`config.mk`:
```
export PLATFORM = sky130hd
export DESIGN_NAME = scpr_port
export DESIGN_NICKNAME = d
export VERILOG_FILES = /design/src/common/scpr_pkg.sv /design/src/rtl/scpr_port.sv
export SDC_FILE = /design/constraint.sdc
export NUM_CORES = 1
export LEC_CHECK = 0
export ABC_CLOCK_PERIOD_IN_PS = 7100
export BUFFER_PORTS_ARGS = -buffer_cell sky130_fd_sc_hd__buf_2
export CORE_MARGIN = 3
export CORE_UTILIZATION = 41
export DETAILED_ROUTE_END_ITERATION = 8
export GPL_TIMING_DRIVEN = 1
export HOLD_SLACK_MARGIN = 0.08
export PLACE_DENSITY = 0.65
export SLEW_MARGIN = 20
export SYNTH_ARGS = -nofsm -noshare
export SYNTH_HDL_FRONTEND = slang
export SYNTH_SLANG_ARGS = --single-unit
```
`constraint.sdc`:
```
create_clock -name i_clk -period 7.1 [get_ports i_clk]
set_input_delay 0.71 -clock i_clk [delete_from_list [all_inputs] [get_ports i_clk]]
set_output_delay 0.71 -clock i_clk [all_outputs]
set_load 0.02 [all_outputs]
```
`src/common/scpr_pkg.sv`:
```
// constants, field layout and state codes of the serial configuration port
// How it works
// - 32-bit shift register fed by three host lines
// - words arrive LSB first, sampled on clock rise
// - latch rise copies word into addressed register
// - bits 0-2 register, bits 3-4 bank
// - readback is command write then data out
// - readback can return calibrated I/Q DAC codes
// - readout bit driven on each clock rise
// - one idle clock, then 32 data clocks
// - register 4 writes do nothing
// - register 1 power-down bits with defaults
// - five-bit gain code, 0 to 24, default 15
// - eight-bit corner code, default 128
// - detector bandwidth decode from bits 25-26
// - fast gain enable and doubled weight
// - oscillator test output replaces readback data
// - output attenuator enable, default off
// - start bit starts calibration, self-clears
// - manual I/Q DAC codes, reset 0x80
// - reference current select, default 11
// - calibration method select, default automatic
// - calibration clock divider ratio table
// - calibration clock source and oscillator trim
// - effective gain minus external bits, floor 0
package scpr_pkg;
	// address field of a word
	localparam int unsigned SCPR_ADDR_LSB = 0;
	localparam int unsigned SCPR_BANK_LSB = 3;
	localparam logic [1:0] SCPR_BANK = 2'h1;
	localparam logic [2:0] SCPR_REG0 = 3'h0;
	localparam logic [2:0] SCPR_REG1 = 3'h1;
	localparam logic [2:0] SCPR_REG2 = 3'h2;
	localparam logic [2:0] SCPR_REG3 = 3'h3;
	localparam logic [2:0] SCPR_REG4 = 3'h4;
	localparam logic [2:0] SCPR_REG5 = 3'h5;
	// power_gain_filter_ctrl fields
	localparam int unsigned SCPR_R1_MIX_OFF = 5;
	localparam int unsigned SCPR_R1_BUF_OFF = 7;
	localparam int unsigned SCPR_R1_FILT_OFF = 8;
	localparam int unsigned SCPR_R1_CAL_OFF = 10;
	localparam int unsigned SCPR_R1_GAIN_LSB = 12;
	localparam int unsigned SCPR_R1_CORNER_LSB = 17;
	localparam int unsigned SCPR_R1_DET_R = 25;
	localparam int unsigned SCPR_R1_DET_C = 26;
	localparam int unsigned SCPR_R1_EXT_EN = 27;
	localparam int unsigned SCPR_R1_EXT_X2 = 28;
	localparam int unsigned SCPR_R1_OSC_TEST = 29;
	localparam int unsigned SCPR_R1_ATTN = 31;
	// offset_cal_ctrl fields
	localparam int unsigned SCPR_R2_START = 5;
	localparam int unsigned SCPR_R2_I_LSB = 6;
	localparam int unsigned SCPR_R2_Q_LSB = 14;
	localparam int unsigned SCPR_R2_IREF_LSB = 22;
	localparam int unsigned SCPR_R2_CAL_SEL = 24;
	localparam int unsigned SCPR_R2_DIV_LSB = 25;
	localparam int unsigned SCPR_R2_CLK_SRC = 28;
	localparam int unsigned SCPR_R2_TRIM_LSB = 29;
	// readback command and readback word fields
	localparam int unsigned SCPR_RB_EN = 31;
	localparam int unsigned SCPR_RB_SEL_LSB = 28;
	localparam int unsigned SCPR_RB_ID_LSB = 5;
	localparam int unsigned SCPR_RB_Q_LSB = 16;
	localparam int unsigned SCPR_RB_I_LSB = 24;
	localparam logic [4:0] SCPR_RB_ADDR = 5'h08;
	// values after power-up
	localparam logic [31:0] SCPR_R1_RST = 32'h0100FC89;
	localparam logic [31:0] SCPR_R2_RST = 32'h71E0200A;
	localparam logic [31:0] SCPR_R3_RST = 32'h4000000B;
	localparam logic [31:0] SCPR_R5_RST = 32'h0000AAAD;
	localparam logic [7:0] SCPR_DAC_RST = 8'h80;
	// gain limits, readback length
	localparam logic [4:0] SCPR_GAIN_MAX = 5'h18;
	localparam logic [4:0] SCPR_RB_LAST = 5'h1F;
	// calibration divider ratios, index is the 3-bit code
	localparam logic [14:0] SCPR_DIV_RATIO [0:7] = '{15'h0001, 15'h0008, 15'h0010,
		15'h0080, 15'h0100, 15'h0400, 15'h0800, 15'h412C};
	// detector bandwidth codes on the output
	localparam logic [1:0] SCPR_DETBW_10M = 2'h0;
	localparam logic [1:0] SCPR_DETBW_10K = 2'h1;
	localparam logic [1:0] SCPR_DETBW_1K = 2'h2;
	// readback sequencer states
	typedef enum logic [2:0] {
		SCPR_RB_IDLE = 3'h1,
		SCPR_RB_ARMED = 3'h2,
		SCPR_RB_SHIFT = 3'h4
	} scpr_rb_state_t;
	// calibration sequencer states
	typedef enum logic [1:0] {
		SCPR_CAL_IDLE = 2'h1,
		SCPR_CAL_RUN = 2'h2
	} scpr_cal_state_t;
endpackage

```
`src/rtl/scpr_port.sv`:
```
// serial configuration port, control registers, readback and offset calibration
module scpr_port #(
	parameter int unsigned WORD_W = 32,
	parameter logic [1:0] ID_CODE = 2'h2 // version code, value arbitrary
) (
	// clock and reset
	input wire logic i_clk,
	input wire logic i_sys_rst,
	// three-wire serial link and readout pin
	input wire logic i_ser_clk,
	input wire logic i_ser_data,
	input wire logic i_latch_pulse_alt,
	output logic o_readback,
	// parallel fast gain pins
	input wire logic [2:0] i_external_gain,
	// calibration oscillator and offset comparators
	input wire logic i_osc_clk,
	input wire logic i_cmp_i_high,
	input wire logic i_cmp_q_high,
	// analog controls
	output logic o_mixer_off,
	output logic o_test_buffer_off,
	output logic o_filter_off,
	output logic o_cal_logic_off,
	output logic [4:0] o_gain_code,
	output logic [7:0] o_corner_code,
	output logic [1:0] o_det_bw,
	output logic o_output_attenuator_enable,
	output logic [7:0] o_i_offset_code,
	output logic [7:0] o_q_offset_code,
	output logic [1:0] o_cal_reference_current_sel,
	output logic [2:0] o_osc_trim,
	output logic o_cal_busy,
	output logic [31:0] o_mixer_load_filter_mode,
	output logic [31:0] o_bias_trim_ctrl
);
	import scpr_pkg::*;

	// only a 32-bit word matches the field layout
	if (WORD_W != 32) begin : g_chk
		$error("scpr_port: WORD_W must be 32");
	end

	// edge detection on the serial pins (taken as synchronous)
	logic ser_q;
	logic lat_q;
	logic osc_q;
	logic ser_rise;
	logic lat_rise;
	logic osc_rise;
	assign ser_rise = i_ser_clk & ~ser_q;
	assign lat_rise = i_latch_pulse_alt & ~lat_q;
	assign osc_rise = i_osc_clk & ~osc_q;

	// previous pin levels
	always_ff @(posedge i_clk or posedge i_sys_rst) begin
		if (i_sys_rst) begin
			ser_q <= 1'b0;
			lat_q <= 1'b0;
			osc_q <= 1'b0;
		end else begin
			ser_q <= i_ser_clk;
			lat_q <= i_latch_pulse_alt;
			osc_q <= i_osc_clk;
		end
	end

	// input shift register
	logic [31:0] shreg;
	logic [31:0] next_shreg;

	// new bit enters at the top, so bit 0 ends up first-sent
	always_comb begin
		next_shreg = shreg;
		if (ser_rise) begin
			next_shreg = {i_ser_data, shreg[31:1]};
		end
	end

	always_ff @(posedge i_clk or posedge i_sys_rst) begin
		if (i_sys_rst) begin
			shreg <= '0;
		end else begin
			shreg <= next_shreg;
		end
	end

	// address decode of the word waiting in the shift register
	logic [2:0] w_reg;
	logic [1:0] w_bank;
	logic commit;
	assign w_reg = shreg[SCPR_ADDR_LSB +: 3];
	assign w_bank = shreg[SCPR_BANK_LSB +: 2];
	assign commit = lat_rise && (w_bank == SCPR_BANK);

	// control registers
	logic [31:0] r1;
	logic [31:0] r2;
	logic [31:0] r3;
	logic [31:0] r5;
	logic [31:0] next_r1;
	logic [31:0] next_r2;
	logic [31:0] next_r3;
	logic [31:0] next_r5;
	logic cal_clear; // start bit self-clear request

	// commit; a host write of the start bit wins over the self-clear
	always_comb begin
		next_r1 = r1;
		next_r2 = r2;
		next_r3 = r3;
		next_r5 = r5;
		if (cal_clear) begin
			next_r2[SCPR_R2_START] = 1'b0;
		end
		if (commit) begin
			case (w_reg)
				SCPR_REG1: next_r1 = shreg;
				SCPR_REG2: next_r2 = shreg;
				SCPR_REG3: next_r3 = shreg;
				SCPR_REG5: next_r5 = shreg;
				// register 4, 0 and others store nothing
				default: next_r1 = r1;
			endcase
		end
	end

	// power-up defaults
	always_ff @(posedge i_clk or posedge i_sys_rst) begin
		if (i_sys_rst) begin
			r1 <= SCPR_R1_RST;
			r2 <= SCPR_R2_RST;
			r3 <= SCPR_R3_RST;
			r5 <= SCPR_R5_RST;
		end else begin
			r1 <= next_r1;
			r2 <= next_r2;
			r3 <= next_r3;
			r5 <= next_r5;
		end
	end

	// static field outputs straight from the registers
	assign o_mixer_off = r1[SCPR_R1_MIX_OFF];
	assign o_test_buffer_off = r1[SCPR_R1_BUF_OFF];
	assign o_filter_off = r1[SCPR_R1_FILT_OFF];
	assign o_cal_logic_off = r1[SCPR_R1_CAL_OFF];
	assign o_corner_code = r1[SCPR_R1_CORNER_LSB +: 8];
	assign o_output_attenuator_enable = r1[SCPR_R1_ATTN];
	assign o_cal_reference_current_sel = r2[SCPR_R2_IREF_LSB +: 2];
	assign o_osc_trim = r2[SCPR_R2_TRIM_LSB +: 3];
	assign o_mixer_load_filter_mode = r3;
	assign o_bias_trim_ctrl = r5;

	// detector bandwidth: resistor bit low bypasses both stages
	always_comb begin
		if (!r1[SCPR_R1_DET_R]) begin
			o_det_bw = SCPR_DETBW_10M;
		end else if (r1[SCPR_R1_DET_C]) begin
			o_det_bw = SCPR_DETBW_1K;
		end else begin
			o_det_bw = SCPR_DETBW_10K;
		end
	end

	// effective gain code
	logic [4:0] prog_gain;
	logic [4:0] ext_w;
	logic [4:0] next_gain;
	assign prog_gain = r1[SCPR_R1_GAIN_LSB +: 5];
	// doubled weight shifts the pin value up by one
	assign ext_w = r1[SCPR_R1_EXT_X2] ? {1'b0, i_external_gain, 1'b0} :
		{2'h0, i_external_gain};

	// subtract with floor at zero; codes above 24 are held at 24
	always_comb begin
		next_gain = prog_gain;
		if (r1[SCPR_R1_EXT_EN]) begin
			next_gain = (ext_w > prog_gain) ? 5'h00 : prog_gain - ext_w;
		end
		if (next_gain > SCPR_GAIN_MAX) begin
			next_gain = SCPR_GAIN_MAX;
		end
	end

	always_ff @(posedge i_clk or posedge i_sys_rst) begin
		if (i_sys_rst) begin
			o_gain_code <= 5'h0F;
		end else begin
			o_gain_code <= next_gain;
		end
	end

	// calibration clock divider
	logic src_tick;
	logic div_tick;
	logic [14:0] div_cnt;
	logic [14:0] next_div_cnt;
	logic [14:0] ratio;
	scpr_cal_state_t cal_st;
	scpr_cal_state_t next_cal_st;
	assign src_tick = r2[SCPR_R2_CLK_SRC] ? osc_rise : ser_rise;
	assign ratio = SCPR_DIV_RATIO[r2[SCPR_R2_DIV_LSB +: 3]];

	// one tick out per ratio ticks in; held at zero when idle
	always_comb begin
		next_div_cnt = div_cnt;
		div_tick = 1'b0;
		if (cal_st != SCPR_CAL_RUN) begin
			next_div_cnt = 15'h0000;
		end else if (src_tick) begin
			if (div_cnt >= ratio - 15'h0001) begin
				next_div_cnt = 15'h0000;
				div_tick = 1'b1;
			end else begin
				next_div_cnt = div_cnt + 15'h0001;
			end
		end
	end

	always_ff @(posedge i_clk or posedge i_sys_rst) begin
		if (i_sys_rst) begin
			div_cnt <= '0;
		end else begin
			div_cnt <= next_div_cnt;
		end
	end

	// successive approximation of the I and Q offset codes
	logic [2:0] idx;
	logic [2:0] next_idx;
	logic [7:0] try_i;
	logic [7:0] try_q;
	logic [7:0] next_try_i;
	logic [7:0] next_try_q;
	logic [7:0] next_dac_i;
	logic [7:0] next_dac_q;
	logic cal_go;
	logic cal_finish;
	assign cal_go = r2[SCPR_R2_START] && r2[SCPR_R2_CAL_SEL] && !r1[SCPR_R1_CAL_OFF];

	// eight steps per channel, one per divided tick
	always_comb begin
		next_cal_st = cal_st;
		next_idx = idx;
		next_try_i = try_i;
		next_try_q = try_q;
		cal_finish = 1'b0;
		cal_clear = 1'b0;
		case (cal_st)
			SCPR_CAL_IDLE: begin
				if (cal_go) begin
					next_cal_st = SCPR_CAL_RUN;
					next_idx = 3'h7;
					next_try_i = SCPR_DAC_RST;
					next_try_q = SCPR_DAC_RST;
				end else if (r2[SCPR_R2_START]) begin
					// nothing to run in manual mode or with logic off
					cal_clear = 1'b1;
				end
			end
			SCPR_CAL_RUN: begin
				if (!r2[SCPR_R2_CAL_SEL] || r1[SCPR_R1_CAL_OFF]) begin
					next_cal_st = SCPR_CAL_IDLE;
					cal_clear = 1'b1;
				end else if (div_tick) begin
					// comparator high means the trial bit overshoots
					next_try_i[idx] = ~i_cmp_i_high;
					next_try_q[idx] = ~i_cmp_q_high;
					if (idx == 3'h0) begin
						next_cal_st = SCPR_CAL_IDLE;
						cal_finish = 1'b1;
						cal_clear = 1'b1;
					end else begin
						next_idx = idx - 3'h1;
						next_try_i[idx - 3'h1] = 1'b1;
						next_try_q[idx - 3'h1] = 1'b1;
					end
				end
			end
			default: begin
				next_cal_st = SCPR_CAL_IDLE;
			end
		endcase
	end

	// applied codes: trial while running, result in auto, register in manual
	always_comb begin
		next_dac_i = o_i_offset_code;
		next_dac_q = o_q_offset_code;
		if (!r2[SCPR_R2_CAL_SEL]) begin
			next_dac_i = r2[SCPR_R2_I_LSB +: 8];
			next_dac_q = r2[SCPR_R2_Q_LSB +: 8];
		end else if (next_cal_st == SCPR_CAL_RUN || cal_finish) begin
			next_dac_i = next_try_i;
			next_dac_q = next_try_q;
		end
	end

	always_ff @(posedge i_clk or posedge i_sys_rst) begin
		if (i_sys_rst) begin
			cal_st <= SCPR_CAL_IDLE;
			idx <= 3'h7;
			try_i <= SCPR_DAC_RST;
			try_q <= SCPR_DAC_RST;
			o_i_offset_code <= SCPR_DAC_RST;
			o_q_offset_code <= SCPR_DAC_RST;
		end else begin
			cal_st <= next_cal_st;
			idx <= next_idx;
			try_i <= next_try_i;
			try_q <= next_try_q;
			o_i_offset_code <= next_dac_i;
			o_q_offset_code <= next_dac_q;
		end
	end
	assign o_cal_busy = (cal_st == SCPR_CAL_RUN);

	// readback sequencer
	scpr_rb_state_t rb_st;
	scpr_rb_state_t next_rb_st;
	logic [31:0] snap;
	logic [31:0] next_snap;
	logic [31:0] rb_word;
	logic [4:0] rb_cnt;
	logic [4:0] next_rb_cnt;
	logic rb_bit;
	logic next_rb_bit;
	logic rb_cmd;
	assign rb_cmd = commit && (w_reg == SCPR_REG0) && shreg[SCPR_RB_EN];

	// word chosen by the command; register 0 carries the DAC codes
	always_comb begin
		rb_word = '0;
		case (shreg[SCPR_RB_SEL_LSB +: 3])
			SCPR_REG0: begin
				rb_word[4:0] = SCPR_RB_ADDR;
				rb_word[SCPR_RB_ID_LSB +: 2] = ID_CODE;
				rb_word[SCPR_RB_Q_LSB +: 8] = o_q_offset_code;
				rb_word[SCPR_RB_I_LSB +: 8] = o_i_offset_code;
			end
			SCPR_REG1: rb_word = r1;
			SCPR_REG2: rb_word = r2;
			SCPR_REG3: rb_word = r3;
			SCPR_REG5: rb_word = r5;
			default: rb_word = '0;
		endcase
	end

	// idle clock first, then 32 bits LSB first
	always_comb begin
		next_rb_st = rb_st;
		next_snap = snap;
		next_rb_cnt = rb_cnt;
		next_rb_bit = rb_bit;
		if (rb_cmd) begin
			next_rb_st = SCPR_RB_ARMED;
			next_snap = rb_word;
			next_rb_cnt = 5'h00;
			next_rb_bit = 1'b0;
		end else if (ser_rise) begin
			case (rb_st)
				SCPR_RB_IDLE: next_rb_st = SCPR_RB_IDLE;
				SCPR_RB_ARMED: next_rb_st = SCPR_RB_SHIFT;
				SCPR_RB_SHIFT: begin
					next_rb_bit = snap[rb_cnt];
					next_rb_cnt = rb_cnt + 5'h01;
					if (rb_cnt == SCPR_RB_LAST) begin
						next_rb_st = SCPR_RB_IDLE;
					end
				end
				default: next_rb_st = SCPR_RB_IDLE;
			endcase
		end
	end

	// oscillator test overrides the readout data
	always_ff @(posedge i_clk or posedge i_sys_rst) begin
		if (i_sys_rst) begin
			rb_st <= SCPR_RB_IDLE;
			snap <= '0;
			rb_cnt <= 5'h00;
			rb_bit <= 1'b0;
			o_readback <= 1'b0;
		end else begin
			rb_st <= next_rb_st;
			snap <= next_snap;
			rb_cnt <= next_rb_cnt;
			rb_bit <= next_rb_bit;
			o_readback <= r1[SCPR_R1_OSC_TEST] ? i_osc_clk : next_rb_bit;
		end
	end
endmodule

```
* Word level (Yosys, flattened, before mapping) *
Memories as Yosys holds them, arrays and structs flattened.
Cells that the tools add are included.
Widths: inputs -> output; s select.

storage, ports and cells
  register bits after elaboration = 262
  latch bits = 0
  bits in writable memories = 0
  bits in read-only memories = 120
  input bits = 11
  output and inout bits = 107
  word-level logic and storage cells = 167
  memories = 1

memories
  memory           words  width  rd ports  clocked after memory_dff  write ports  line              source
  (no name shown)  8      15     1         0                         0            scpr_port.sv:203  assign ratio = SCPR_DIV_RATIO[r2[SCPR_R2_DIV_LSB +: 3]];

cells by class
  add/sub/neg operators = 5
  multipliers = 0
  divide/modulo/power cells = 0
  $lt $le $gt $ge = 9
  equal/unequal tests = 22
  shift-type cells = 0
  mux-type cells = 72
  bitwise logic cells = 11
  reduce and logical (&&, ||, !) cells = 25

operators with widths
  operator               count
  $mux 8                 12
  $pmux 16 s5            1
  $mux 15                5
  $pmux 9 s4             1
  $pmux 7 s5             1
  $pmux 8 s2             2
  $mux 5                 6
  $mux 3                 7
  $mux 1                 19
  $bwmux 8               2
  $or 8x8->8             2
  $add 15x1->15 const B  1
  $eq 3x2->1 const B     5
  $ge 15x15->1           1
  $sub 15x1->15 const B  1
  $mux 2                 6
  $mux 6                 2
  $pmux 3 s2             2
  $reduce_and 2->1       6
  $eq 3x3->1 const B     3
  $logic_not 3->1        3
  $lt 3x4->1 const B     2
  $ne 2x2->1 const B     4
  $reduce_bool 2->1      4
  26 further kinds       46

* Depth between registers and ports, before layout *
  depth in word-level cells = 16
  depth in mapped cells = 19
  mapped depth without buffers = 17

* Worst setup path after synthesis *
No wires, ideal clock.

  path kind = flip-flop to flip-flop
  start point = register r2[27]
  end point = register o_i_offset_code[1]
  library setup time = 0.126 ns
  arrival = 3.393 ns
  data required time = 6.974 ns
  slack = 3.581 ns
  cell stages (with the launch flop) = 18
  buffers on the path = 2
  clock period less this slack = 3.519 ns
  cell sequence = dfrtp_1 -> clkbuf_1 -> clkbuf_1 -> nand2_1 -> ha_1 -> o21ai_0 -> o21ai_0 -> nand2_1 -> o21ai_0 -> a21oi_1 -> ha_1 -> a21oi_1 -> o21ai_0 -> a22o_1 -> a31oi_1 -> or4_4 -> a32o_1 -> a221o_1

between the ends
  elaborated cells on any way between the ends = 23
  those cells by class = 1 x add/sub; 1 x order compare; 2 x eq/ne; 16 x mux; 1 x bitwise; 1 x reduce/logical; 1 x memory

RTL lines
  what                                        line              source
  start, declared                             scpr_port.sv:98   logic [31:0] r2;
  start signal, assigned                      scpr_port.sv:137  r2 <= next_r2;
  $not 3->4 (implied by the code)             scpr_port.sv:203
  $mem_v2 8x15                                --
  $mux 15 (implied by the code) (2 in a row)  scpr_port.sv:203
  $sub 15x1->15                               scpr_port.sv:212  if (div_cnt >= ratio - 15'h0001) begin
  $ge 15x15->1                                scpr_port.sv:212
  $mux 1                                      scpr_port.sv:212
  $mux 1                                      scpr_port.sv:211  end else if (src_tick) begin
  $mux 1                                      scpr_port.sv:209  if (cal_st != SCPR_CAL_RUN) begin
  $mux 8                                      scpr_port.sv:266  end else if (div_tick) begin
  $mux 8                                      scpr_port.sv:263  if (!r2[SCPR_R2_CAL_SEL] || r1[SCPR_R1_CAL_OFF]) begin
  $pmux 8 s2                                  scpr_port.sv:250  case (cal_st)
  named net next_try_i[1]                     scpr_port.sv:234  logic [7:0] next_try_i;
  $mux 8                                      scpr_port.sv:294  end else if (next_cal_st == SCPR_CAL_RUN || cal_finish) begin
  $mux 8                                      scpr_port.sv:291  if (!r2[SCPR_R2_CAL_SEL]) begin
  end signal, assigned                        scpr_port.sv:313  o_i_offset_code <= next_dac_i;
  end, declared                               scpr_port.sv:29   output logic [7:0] o_i_offset_code,

The timed path passes the listed nets, and every way through them passes these cells. The select of a mux whose other input is x is not followed.
A chain may end at the register's enable or synchronous reset.

* Worst setup path after layout *
  start point = register r2[25]
  end point = register o_i_offset_code[1]

The elaborated chain is that of the path after synthesis.

==> run metrics <==
Post-CTS Hold Fix Bufs=0; number of warnings issued by yosys=0; internal portion of total power=2.693 mW; CTS Root Buffer Type=sky130_fd_sc_hd__clkbuf_16; first-iteration detailed-routing DRC count=around 580; Design Power=3.620 mW; detailed placer's ending HPWL=approximately 24000 um; Core Box Area=a little over 0.03 sq mm; Worst R2R Start=r2[25]$_DFFE_PP0P_; Yosys top cell area share=0.4141; final number of max-transition violations=0; cells on worst reg2reg path=17; min Tclk post-route=4.020 ns; switching power summed over all nets=0.9273 mW; number of instances in the synthesized netlist=1246; share of the cycle needed by the critical path after routing=0.5662; most frequent cell after synthesis=sky130_fd_sc_hd__dfrtp_1; DRT Wirelength=around 35000 um; most frequent CP cell=sky130_fd_sc_hd__o21ai_0; sequential share of power=0.456; synthesized flop and latch total=around 260; result of the run=completed; EDFF count, synth=0; netlist area before placement=0.01305 sq mm; clock latency at the later pin of the worst-skew pair=0.55 ns; most common library cells after synthesis=sky130_fd_sc_hd__dfrtp_1 (216), sky130_fd_sc_hd__nand2_1 (197), sky130_fd_sc_hd__mux2_2 (108); Cell Rows=64; Async S/R FF share, synth=1.000; critical path startpoint category=flip-flop; count of final hold-check violations=0; setup repair after global routing missed its margin=no; worst relative slew slack=0.2910; remaining antenna violation count=0; effective utilization at floorplan=0.4212; CP Cell Sequence=ha_1, nand2_1, ha_1, o21ai_0, o21ai_0, nand2_1, o21ai_0, a21oi_1, ha_1, a21oi_1, o21ai_0, a22o_1, a31oi_1, buf_4, or4_4, a32o_1, a221o_1; highest clock frequency the design can meet=between 200 and 250 MHz; number of levels the H-tree was split into=1; vias per std cell=between 5 and 6; Hold Path Class=in2async; Max VDD drop=~0.18 mV; number of top-level pins=approximately 120; peak per-stage delay on the critical path=between 0.5 and 0.6 ns; max-cap viol count=0; Req. time, crit path=around 7.5 ns; Vias=approximately 10000; power density of the placed cells=241.7 mW/mm^2; width of the chip=around 180 um; switching share of total power=0.2562; number of cells upsized or downsized after cts=0; diode count=0; area growth from synthesis to layout=14.75%; first-pass GRT wire length=55130 um; CP arrival=between 4 and 5 ns; portion of the post-synthesis area used by sequential elements=0.5067; total of endpoints with negative setup slack in the final report=0; share of layout cells above drive strength 1=0.2702; number of distinct library cells after synthesis=81; wire length per cell=~20 um; nets@finish=roughly 1400; Clk pin slew, worst setup/hold paths=about 0.06 ns; Sum Neg Setup Slack=0 ns; combinational share of power=0.093; number of antenna violations at the first check in global routing=0; port buffer count=117; Max Clock Skew=0.01596 ns; largest fanout on the critical path=21; largest net degree at the start of global routing=186; type of element capturing the critical path=flip-flop; die height=roughly 180 um; area of the die=around 0.034 sq mm; category of the most critical setup path=reg2reg; R2R setup slack=3.08 ns; Slowest cell on crit path=sky130_fd_sc_hd__or4_4; remaining global-route overflow=0; CTS tree=done; FF-to-FF End=o_i_offset_code[1]$_DFFE_PP0P_; number of sinks on the clock net=~260; leakage power figure=7.092 nW; iteration count of the initial detailed-routing pass=5; vias in the first global route=9619; Top FF cell, synth=sky130_fd_sc_hd__dfrtp_1; mean cell area of the mapped netlist=approximately 10 sq um; relative contribution of the clock network to total power=0.451; dominant cell type by area after synthesis=sky130_fd_sc_hd__dfrtp_1; transition time at the pin with the least slew margin=roughly 1.1 ns; filler cell count in the final layout=around 2800; residual DRC count=0; RePlAce Congestion=0.8818; Post CTS Setup Buffer Count=0; most area-consuming cells after synthesis=sky130_fd_sc_hd__dfrtp_1 (41%), sky130_fd_sc_hd__mux2_2 (9.3%), sky130_fd_sc_hd__dfstp_2 (9.3%); number of buffers created by CTS=28; Clock Path Buffers=3; net count of the mapped netlist=1291; overall track demand over capacity in global routing=0.2034
==> layer usage <==
metal	vias to the layer above	track usage	part of all wire
met4	0	0.05503	0.024
met5	-	0	0
met2	284	0.3304	0.47
met1	4943	0.2830	0.45
met3	47	0.03533	0.062
li1	4562	-	-
==> area by class of cell <==
class	instances	area, sq um	area share
Clock buffer	39	802.0	0.05355
Tap cell	396	495.5	0.03308
Inverter	25	97.59	0.006516
Timing Repair Buffer	132	743.2	0.04962
Clock inverter	13	235.2	0.01570
Sequential cell	262	6616	0.4417
Multi-Input combinational cell	876	5988	0.3998
==> worst max-delay path, delay by kind of cell, from the launching register on <==
kind | cells | cell delay [ns]
compound gates | 10 | 1.69
simple gates | 3 | 0.74
flops | 1 | 0.48
buf+inv | 1 | 0.23
fa+ha+maj | 3 | 0.75
==> cell families (layout without fill, tap and decap cells) <==
logic type	after synthesis	in the layout	synth area share
flops	262	262	0.5067
mux	166	166	0.1440
buf+inv	108	209	0.03604
xor+xnor	20	20	0.01342
fa+ha+maj	34	34	0.03317
simple gates	410	410	0.1436
compound gates	245	245	0.1228
other cells	1	1	0.0002873
==> power by group through the flow <==
stage / registers (mW) / clock network [mW] / logic, mW
final: 1.65 / 1.63 / 0.337
after CTS: 1.65 / 1.66 / 0.338
after global placement: 1.67 / 0 / 0.333
after detailed placement: 1.67 / 0 / 0.337
after global routing: 1.66 / 1.72 / 0.374
after floorplan: 1.62 / 0 / 0.273
==> layout by cell type, fill, tap and decap left out, types with 8 or more instances in the layout <==
cell                        instances
sky130_fd_sc_hd__a31o_1             8
sky130_fd_sc_hd__a31oi_1           16
sky130_fd_sc_hd__nor2_1            83
sky130_fd_sc_hd__inv_1             21
sky130_fd_sc_hd__dfstp_2           46
sky130_fd_sc_hd__nor3_1            14
sky130_fd_sc_hd__nand3_1           14
sky130_fd_sc_hd__xnor2_1           12
sky130_fd_sc_hd__nand2_1          197
sky130_fd_sc_hd__mux2_2           108
sky130_fd_sc_hd__clkbuf_16         28
sky130_fd_sc_hd__a22oi_1           33
sky130_fd_sc_hd__o21ai_0           76
sky130_fd_sc_hd__nor2b_1           22
sky130_fd_sc_hd__nand2b_1          20
sky130_fd_sc_hd__ha_1              33
sky130_fd_sc_hd__xor2_1             8
sky130_fd_sc_hd__buf_4             12
sky130_fd_sc_hd__buf_2            117
sky130_fd_sc_hd__mux2_1            16
sky130_fd_sc_hd__dfrtp_1          214
sky130_fd_sc_hd__a21oi_1           43
sky130_fd_sc_hd__mux2i_1           37
==> per-stage QoR <==
step | instance area, sq um | cells | util | worst slack [ns] | hold slack (ns)
floorplan | 13060 | 1246 | - | 2.972 | 0.4446
global placement | 13890 | 1689 | 0.4483 | 3.151 | 0.4621
detailed placement | 13890 | 1689 | 0.4483 | 3.110 | 0.4684
CTS | 14930 | 1741 | 0.4818 | 3.088 | 0.2692
global route | 14980 | 1743 | 0.4833 | 2.721 | 0.2737
finish | 14980 | 1743 | 0.4833 | 3.080 | 0.2567
==> worst max-delay path by stage <==
stage / from / endpoint / depth (start not counted)
4_1_cts: r2[26]$_DFFE_PP0P_ / o_i_offset_code[1]$_DFFE_PP0P_ / 17
3_3_place_gp: r2[26]$_DFFE_PP0P_ / o_i_offset_code[1]$_DFFE_PP0P_ / 17
6_report: r2[25]$_DFFE_PP0P_ / o_i_offset_code[1]$_DFFE_PP0P_ / 17
2_1_floorplan: i_sys_rst / cal_st[1]$_DFF_PP0_ / 1
5_1_grt: r2[25]$_DFFE_PP0P_ / o_q_offset_code[1]$_DFFE_PP0P_ / 17
3_5_place_dp: r2[25]$_DFFE_PP0P_ / o_q_offset_code[1]$_DFFE_PP0P_ / 17
==> sequential cells by signal, indices dropped and copies added (netlist names) <==
signal,cells
osc_q,1
o_mixer_load_filter_mode,32
lat_q,1
shreg,32
r2,32
try_i,8
div_cnt,15
ser_q,1
snap,32
rb_cnt,5
o_gain_code,5
try_q,8
cal_st,2
rb_st,3
o_q_offset_code,8
rb_bit,1
idx,3
o_readback,1
o_bias_trim_ctrl,32
o_i_offset_code,8
r1,32
Note: power is estimated with default switching activity, not from simulation.
